<file path="config.mk">
export PLATFORM = sky130hd
export DESIGN_NAME = osm_core
export DESIGN_NICKNAME = d
export VERILOG_FILES = /design/src/rtl/osm_pkg.sv /design/src/rtl/osm_file_mem.sv /design/src/rtl/osm_core.sv
export SDC_FILE = /design/constraint.sdc
export NUM_CORES = 1
export LEC_CHECK = 0
export BUFFER_PORTS_ARGS = -buffer_cell sky130_fd_sc_hd__buf_4
export CORE_MARGIN = 4
export CORE_UTILIZATION = 42
export CTS_CLUSTER_DIAMETER = 120
export DETAILED_ROUTE_END_ITERATION = 7
export PLACE_DENSITY_LB_ADDON = 0.25
export SLEW_MARGIN = 15
export SYNTH_ARGS = -nofsm -noshare
export SYNTH_HDL_FRONTEND = slang
export SYNTH_HIERARCHICAL = 1
export SYNTH_SLANG_ARGS = --single-unit
</file>
<file path="constraint.sdc">
create_clock -name clk -period 19.9 [get_ports clk]
set_input_delay 1.99 -clock clk [delete_from_list [all_inputs] [get_ports clk]]
set_output_delay 1.99 -clock clk [all_outputs]
set_load 0.01 [all_outputs]
</file>
<file path="src/rtl/osm_pkg.sv">
`default_nettype none
package osm_pkg;
    localparam int DATA_W = 8;
    localparam int ADDR_W = 7;
    localparam int MSB    = 7;
    localparam logic [7:0] W_RESET = 8'h00;
    localparam logic       DEST_W  = 1'b0;
    localparam logic       DEST_F  = 1'b1;
    typedef enum logic [1:0] {
        OSM_OP_IOR,
        OSM_OP_LSL,
        OSM_OP_MOV,
        OSM_OP_NONE
    } osm_op_e;
endpackage
`default_nettype wire

</file>
<file path="src/rtl/osm_file_mem.sv">
`timescale 1ns/100ps
`default_nettype none
module osm_file_mem #(
    parameter int DW = 8,
    parameter int AW = 7
) (
    // Clock
    input  wire logic          clk,
    // Write port
    input  wire logic          we,
    input  wire logic [AW-1:0] waddr,
    input  wire logic [DW-1:0] wdata,
    // Read port
    input  wire logic [AW-1:0] raddr,
    output var  logic [DW-1:0] rdata
);
    logic [DW-1:0] mem [0:(1<<AW)-1];

    // Write, then registered read
    always_ff @(posedge clk) begin
        if (we) begin
            mem[waddr] <= wdata;
        end
    end

    always_ff @(posedge clk) begin
        rdata <= mem[raddr];
    end
endmodule // osm_file_mem
`default_nettype wire

</file>
<file path="src/rtl/osm_core.sv">
// Contract
// RULE1 - OR of working and file register; only zero flag changes.
// RULE2 - Destination bit 0 writes working register, 1 writes file register.
// RULE3 - Left shift: file bit 7 to carry, bits 6:0 to result 7:1.
// RULE4 - Left shift: result bit 0 is zero; carry and zero updated.
// RULE5 - Move file passes file contents unchanged to chosen destination.
// RULE6 - Move file updates zero flag even when written back to itself.
// RULE7 - Zero flag set when result zero; each instruction one cycle.
`timescale 1ns/100ps
`default_nettype none
module osm_core #(
    parameter int AW = osm_pkg::ADDR_W
) (
    // Clock and reset
    input  wire logic                       clk,
    input  wire logic                       reset,
    // File register preload
    input  wire logic                       load_en,
    input  wire logic [AW-1:0]              load_addr,
    input  wire logic [osm_pkg::DATA_W-1:0] load_data,
    // Instruction
    input  wire logic                       op_valid,
    input  wire osm_pkg::osm_op_e           op,
    input  wire logic [AW-1:0]              op_addr,
    input  wire logic                       op_dest,
    // Results
    output var  logic [osm_pkg::DATA_W-1:0] w_q,
    output var  logic                       zero_q,
    output var  logic                       carry_q,
    output var  logic                       done_q
);
    typedef enum logic {OSM_IDLE, OSM_EXEC} osm_state_e;

    osm_state_e                 state_q;
    osm_pkg::osm_op_e           op_q;
    logic [AW-1:0]              addr_q;
    logic                       dest_q;
    logic [osm_pkg::DATA_W-1:0] fdata;
    logic [osm_pkg::DATA_W-1:0] res;
    logic                       we;
    logic [AW-1:0]              waddr;
    logic [osm_pkg::DATA_W-1:0] wdata;

    // Instruction accepted at this edge
    function automatic logic starts_op(
        input logic             valid,
        input osm_pkg::osm_op_e code
    );
        return valid && (code != osm_pkg::OSM_OP_NONE);
    endfunction

    // Execute stage holds the given operation
    function automatic logic exec_is(
        input osm_state_e       st,
        input osm_pkg::osm_op_e code,
        input osm_pkg::osm_op_e want
    );
        return (st == OSM_EXEC) && (code == want);
    endfunction

    // Operand fetch on acceptance, execute next edge
    always_ff @(posedge clk or posedge reset) begin
        if (reset) begin
            state_q <= OSM_IDLE;
            op_q    <= osm_pkg::OSM_OP_NONE;
            addr_q  <= '0;
            dest_q  <= 1'b0;
        end else begin
            state_q <= starts_op(op_valid, op) ? OSM_EXEC : OSM_IDLE;
            op_q    <= op;
            addr_q  <= op_addr;
            dest_q  <= op_dest;
        end
    end

    // File register array, read registered on acceptance
    osm_file_mem #(
        .DW (osm_pkg::DATA_W),
        .AW (AW)
    ) osm_file_mem_inst (
        .clk   (clk),
        .we    (we),
        .waddr (waddr),
        .wdata (wdata),
        .raddr (op_addr),
        .rdata (fdata)
    );

    always_comb begin
        unique case (op_q)
            // RULE1 OR datapath
            osm_pkg::OSM_OP_IOR: res = w_q | fdata;
            // RULE3 RULE4 shift datapath
            osm_pkg::OSM_OP_LSL: res = {fdata[osm_pkg::MSB-1:0], 1'b0};
            // RULE5 pass through
            osm_pkg::OSM_OP_MOV: res = fdata;
            // Idle code, result unused
            osm_pkg::OSM_OP_NONE: res = fdata;
        endcase
    end

    // RULE2 file write-back
    always_comb begin
        if (state_q == OSM_EXEC && dest_q == osm_pkg::DEST_F) begin
            we    = 1'b1;
            waddr = addr_q;
            wdata = res;
        end else begin
            we    = load_en;
            waddr = load_addr;
            wdata = load_data;
        end
    end

    // RULE2 working register write
    always_ff @(posedge clk or posedge reset) begin
        if (reset) begin
            w_q <= osm_pkg::W_RESET;
        end else if (state_q == OSM_EXEC && dest_q == osm_pkg::DEST_W) begin
            w_q <= res;
        end
    end

    // RULE7 RULE6 zero flag
    always_ff @(posedge clk or posedge reset) begin
        if (reset) begin
            zero_q <= 1'b0;
        end else if (state_q == OSM_EXEC) begin
            zero_q <= (res == '0);
        end
    end

    // RULE3 RULE1 carry only on shift
    always_ff @(posedge clk or posedge reset) begin
        if (reset) begin
            carry_q <= 1'b0;
        end else if (exec_is(state_q, op_q, osm_pkg::OSM_OP_LSL)) begin
            carry_q <= fdata[osm_pkg::MSB];
        end
    end

    // RULE7 completion pulse
    always_ff @(posedge clk or posedge reset) begin
        if (reset) begin
            done_q <= 1'b0;
        end else begin
            done_q <= (state_q == OSM_EXEC);
        end
    end

    // RULE7 zero after execute
    a_zero_flag: assert property (@(posedge clk) disable iff (reset) // RULE7
        state_q == OSM_EXEC |=> zero_q == (($past(res)) == 8'h00))
        else $error("zero flag wrong");
    // RULE3 carry from bit 7
    a_shift_carry: assert property (@(posedge clk) disable iff (reset) // RULE3
        (state_q == OSM_EXEC && op_q == osm_pkg::OSM_OP_LSL) |=> carry_q == $past(fdata[7]))
        else $error("carry not bit 7");
    // RULE1 carry kept on OR and move
    a_carry_kept: assert property (@(posedge clk) disable iff (reset) // RULE1
        (state_q == OSM_EXEC && op_q != osm_pkg::OSM_OP_LSL) |=> $stable(carry_q))
        else $error("carry changed");
    // RULE4 shift bit 0
    a_shift_lsb: assert property (@(posedge clk) disable iff (reset) // RULE4
        (state_q == OSM_EXEC && op_q == osm_pkg::OSM_OP_LSL && dest_q == 1'b0)
        |=> w_q[0] == 1'b0 && w_q[7:1] == $past(fdata[6:0]))
        else $error("shift result wrong");
    // RULE2 file destination keeps W
    a_dest_file: assert property (@(posedge clk) disable iff (reset) // RULE2
        (state_q == OSM_EXEC && dest_q == 1'b1) |=> $stable(w_q))
        else $error("W written on file dest");
    // RULE5 move to W
    a_move_pass: assert property (@(posedge clk) disable iff (reset) // RULE5
        (state_q == OSM_EXEC && op_q == osm_pkg::OSM_OP_MOV && dest_q == 1'b0)
        |=> w_q == $past(fdata))
        else $error("move altered data");
    // RULE6 move to self tests zero
    a_move_test: assert property (@(posedge clk) disable iff (reset) // RULE6
        (state_q == OSM_EXEC && op_q == osm_pkg::OSM_OP_MOV && dest_q == 1'b1)
        |=> zero_q == ($past(fdata) == 8'h00))
        else $error("move test zero wrong");
    // RULE7 one cycle
    a_one_cycle: assert property (@(posedge clk) disable iff (reset) // RULE7
        starts_op(op_valid, op) |=> ##1 done_q)
        else $error("not single cycle");
    // RULE1 OR result
    a_or_result: assert property (@(posedge clk) disable iff (reset) // RULE1
        (state_q == OSM_EXEC && op_q == osm_pkg::OSM_OP_IOR && dest_q == 1'b0)
        |=> w_q == ($past(w_q) | $past(fdata)))
        else $error("OR result wrong");

    // RULE1 OR zero flag
    a_or_zero: assert property (@(posedge clk) disable iff (reset) // RULE1
        exec_is(state_q, op_q, osm_pkg::OSM_OP_IOR)
        |=> zero_q == (($past(w_q) | $past(fdata)) == 8'h00))
        else $error("OR zero flag wrong");
    // RULE4 shift into file zero
    a_shift_zero: assert property (@(posedge clk) disable iff (reset) // RULE4
        (exec_is(state_q, op_q, osm_pkg::OSM_OP_LSL) && dest_q == osm_pkg::DEST_F)
        |=> zero_q == ($past(fdata[6:0]) == 7'h00))
        else $error("shift zero flag wrong");
    // RULE7 idle keeps results
    a_idle_hold: assert property (@(posedge clk) disable iff (reset) // RULE7
        state_q == OSM_IDLE |=> $stable(w_q) && $stable(zero_q) && $stable(carry_q))
        else $error("result changed while idle");
    // RULE7 done after execute
    a_done_source: assert property (@(posedge clk) disable iff (reset) // RULE7
        done_q |-> $past(state_q) == OSM_EXEC)
        else $error("done without execute");
    // RULE7 none code refused
    a_none_refused: assert property (@(posedge clk) disable iff (reset) // RULE7
        (op_valid && op == osm_pkg::OSM_OP_NONE) |=> state_q == OSM_IDLE)
        else $error("none code executed");

    // Main scenarios
    c_or:   cover property (@(posedge clk) state_q == OSM_EXEC && op_q == osm_pkg::OSM_OP_IOR);
    c_lsl:  cover property (@(posedge clk) state_q == OSM_EXEC && op_q == osm_pkg::OSM_OP_LSL
        && fdata[7]);
    c_mov:  cover property (@(posedge clk) state_q == OSM_EXEC && op_q == osm_pkg::OSM_OP_MOV
        && dest_q && fdata == 8'h00);
    c_back: cover property (@(posedge clk) state_q == OSM_EXEC && starts_op(op_valid, op));
    c_or_f: cover property (@(posedge clk) state_q == OSM_EXEC && op_q == osm_pkg::OSM_OP_IOR
        && dest_q);
endmodule // osm_core
`default_nettype wire

</file>
==> results.toml <==
[min_path]
hold_path.class = "reg2reg"
hp-start = "w_q[2]$_DFFE_PP0P_"

[floorplan]
dieArea_mm2 = 0.102
die_h_um = 319
design.core.area_mm2 = 0.0956
die_x_um = 319
initial_core_util_pct = 42.6
ios = 40
rows = 113

[clocking]
cts_made_buffers = 102
cts.reportedPaths.clkPinSlew_ns = 0.06
cts_root_buf = "clkbuf_16"
clk_latency_ns = 0.68
holdBufCountCts = 0
cts_buffer_depth = 3
ctsResizeCount = 0
cts_htree_levels = 3
cts_sinks = 1054
cts_tree = "built"
postCtsSetupBuffers = 0

[synthesis]
synth-xor-area-share_pct = 0
synth_compound_area_share_pct = 0.550
synth_area_mm2 = 0.0407
synthMuxAreaShare_pct = 19.0
async_reset_ff_share_pct = 2.09
synth-simple-area-share_pct = 2.06
synth.yosys.seq_area_share_pct = 77.3
synth.avg_cell_area_um2 = 23.5
netlist-cell-type-count = 35
yosysWarnings = 6
synth_edf_count = 1024
synth_cells = 1733
synth_seq_cells = 1054
synth_top_family_by_area = "multiplexers"
syn_nets = 1762
synthAdderAreaFrac_pct = 0
synthFlopType = "edfxtp_1"

[routing]
drt_iter0_markers = 2167
drc = 0
wl_um = 94700
wl_met2_um = 45300
wl_per_cell_um = 29.9
wl_met3_um = 6770
top_layer_used = "met4"
dr.pass1.iters = 5
via_per_inst = 5.89
ant_nets = 0
routed-via-count = 18700
wl_met1_um = 40700

[sta]
drv_slew = 0
rsz0062_at_grt = "false"
skew_ns = 0.0460
hold_slack_ns = 0.517
setup_violations = 0
setup-tns-final_ns = 0
fmax_mhz = 182
setup_slack_ns = 14.42
tightest_slew_ns = 1.26
hold_viol = 0
fin_crit_sh_pct = 27.5
min_period_ns = 5.48
max_slew_margin_pct = 16.0

[setup_path]
critPathLaunch = "op_addr[0]"
path_cells = "buf_8 > buf_4 > buf_4 > mux4_2 > mux4_2 > mux4_2 > mux2_2"
timing.rr.start = "state_q$_DFF_PP0_"
path_max_fanout = 58
cpPeakStageDelay_ns = 0.78
crit_buf_inv = 3
start_kind = "input pin"
critPathKind = "in2reg"
crit_family = "buffers and inverters"
cp_slowest_cell = "buf_4"
endpoint_kind = "flop"
crit_required_ns = 20.47
cpMostUsedCell = "mux4_2"
critPathArrivalTime_ns = 6.05

[global_route]
grt_max_degree = 97
grt_pass1_wl_um = 138000
grt_pass1_vias = 19000
antenna_found_initial = 5
grtUsageTotal_pct = 18.6
grt_remaining_overflow = 0

[final_layout]
nets = 1849
syn_to_final_growth_pct = 12.7
final_common_cell = "edfxtp_1"
antennaDiodeCount = 0
finalInstanceArea_mm2 = 0.0459
instances_no_fill = 3170
fillers = 7654
final_cell_mix = "1,024 x edfxtp_1, 336 x mux4_2, 120 x nor2_1"
drive_above_1_share_pct = 32.0

[flow_run]
maxCapViolCount = 0

[power_and_ir_drop]
ir_worst_vdd_uv = 75.0
p_leak_uw = 0.0141
p_per_area_mw_per_mm2 = 102

[status]
status = "finished clean"

[placement]
dp_hpwl_um = 56600
place.gp.congestion = 0.784
placement.io_buffers = 39
dp_slack_ns = 13.57
dpl-instance-area_mm2 = 0.0426
dpl.cell_count = 2981
sequential cells by signal, indices dropped and copies added (netlist names):
register / cells
addr_q: 7
dest_q: 1
carry_q: 1
done_q: 1
osm_file_mem_inst/rdata: 8
state_q: 1
zero_q: 1
op_q: 2
osm_file_mem_inst/mem: 1024
w_q: 8
metal layers:
layer,GRT usage [%],up-vias
met3,2.86,115
met1,27.9,10300
met2,29.1,740
li1,-,7550
met5,0,-
met4,4.76,0
kinds of logic (layout without fill, tap and decap cells):
family,after synthesis,in the layout
buf+inv,96,268
mux,352,352
flops,1054,1054
simple gates,198,198
compound gates,33,33
synth_stat cells, types with 2 or more instances:
master / n / area share (%)
nor3_1: 9 / 0.11
dfrtp_1: 20 / 1.2
nand2b_1: 4 / 0.061
mux4_2: 336 / 19
nor2b_1: 8 / 0.12
dfxtp_1: 8 / 0.39
nand4_1: 3 / 0.046
o21bai_1: 2 / 0.037
nand2_1: 31 / 0.29
buf_2: 16 / 0.20
buf_4: 12 / 0.22
mux2_2: 16 / 0.44
o22ai_2: 2 / 0.061
nor2_1: 125 / 1.2
buf_1: 18 / 0.17
o21ba_2: 4 / 0.098
edfxtp_1: 1024 / 76
nand3_1: 12 / 0.15
o22ai_1: 3 / 0.046
inv_1: 2 / 0.018
o21ai_0: 18 / 0.22
clkbuf_1: 46 / 0.42
dfstp_2: 2 / 0.13
final cells by class:
class,instances,area [um^2],area share [%]
multi-input combinational,583,8960,19.5
inverter,2,7.51,0.0164
clock buffer,126,2700,5.89
clock inverter,63,564,1.23
tap,1265,1580,3.45
timing repair buffer,77,593,1.29
sequential,1054,31500,68.6
per-stage QoR:
stage | util (%) | power [uW]
after floorplan | - | 2730
after global placement | 44.6 | 2830
after detailed placement | 44.6 | 2840
after CTS | 48.0 | 4710
after global routing | 48.0 | 4830
final | 48.0 | 4670
tightest hold or removal path: stages (launching register included):
cell and delay (ns):
dfrtp_1 0.37, nand2_1 0.05, o21ai_0 0.06
final timing paths:
| check | end | slack (ns) | cells past startpoint |
|---|---|---|---|
| min in group asynchronous | addr_q[4]$_DFF_PP0_ | 1.50 | 2 |
| hold / removal | w_q[2]$_DFFE_PP0P_ | 0.52 | 2 |
| hold reg to reg | w_q[2]$_DFFE_PP0P_ | 0.52 | 2 |
| setup / recovery | osm_file_mem_inst/rdata[2]$_DFF_P_ | 14.42 | 7 |
| max in group asynchronous | state_q$_DFF_PP0_ | 17.84 | 2 |
| setup reg to reg | osm_file_mem_inst/mem[68][1]$_DFFE_PP_ | 15.74 | 6 |
report_power, final:
group / internal [uW] / total, uW / switching (uW)
registers: 2490 / 2500 / 15.0
clock network: 1070 / 1880 / 811
logic: 103 / 285 / 183
total: 3660 / 4670 / 1010
(Power assumes the default switching activity.)
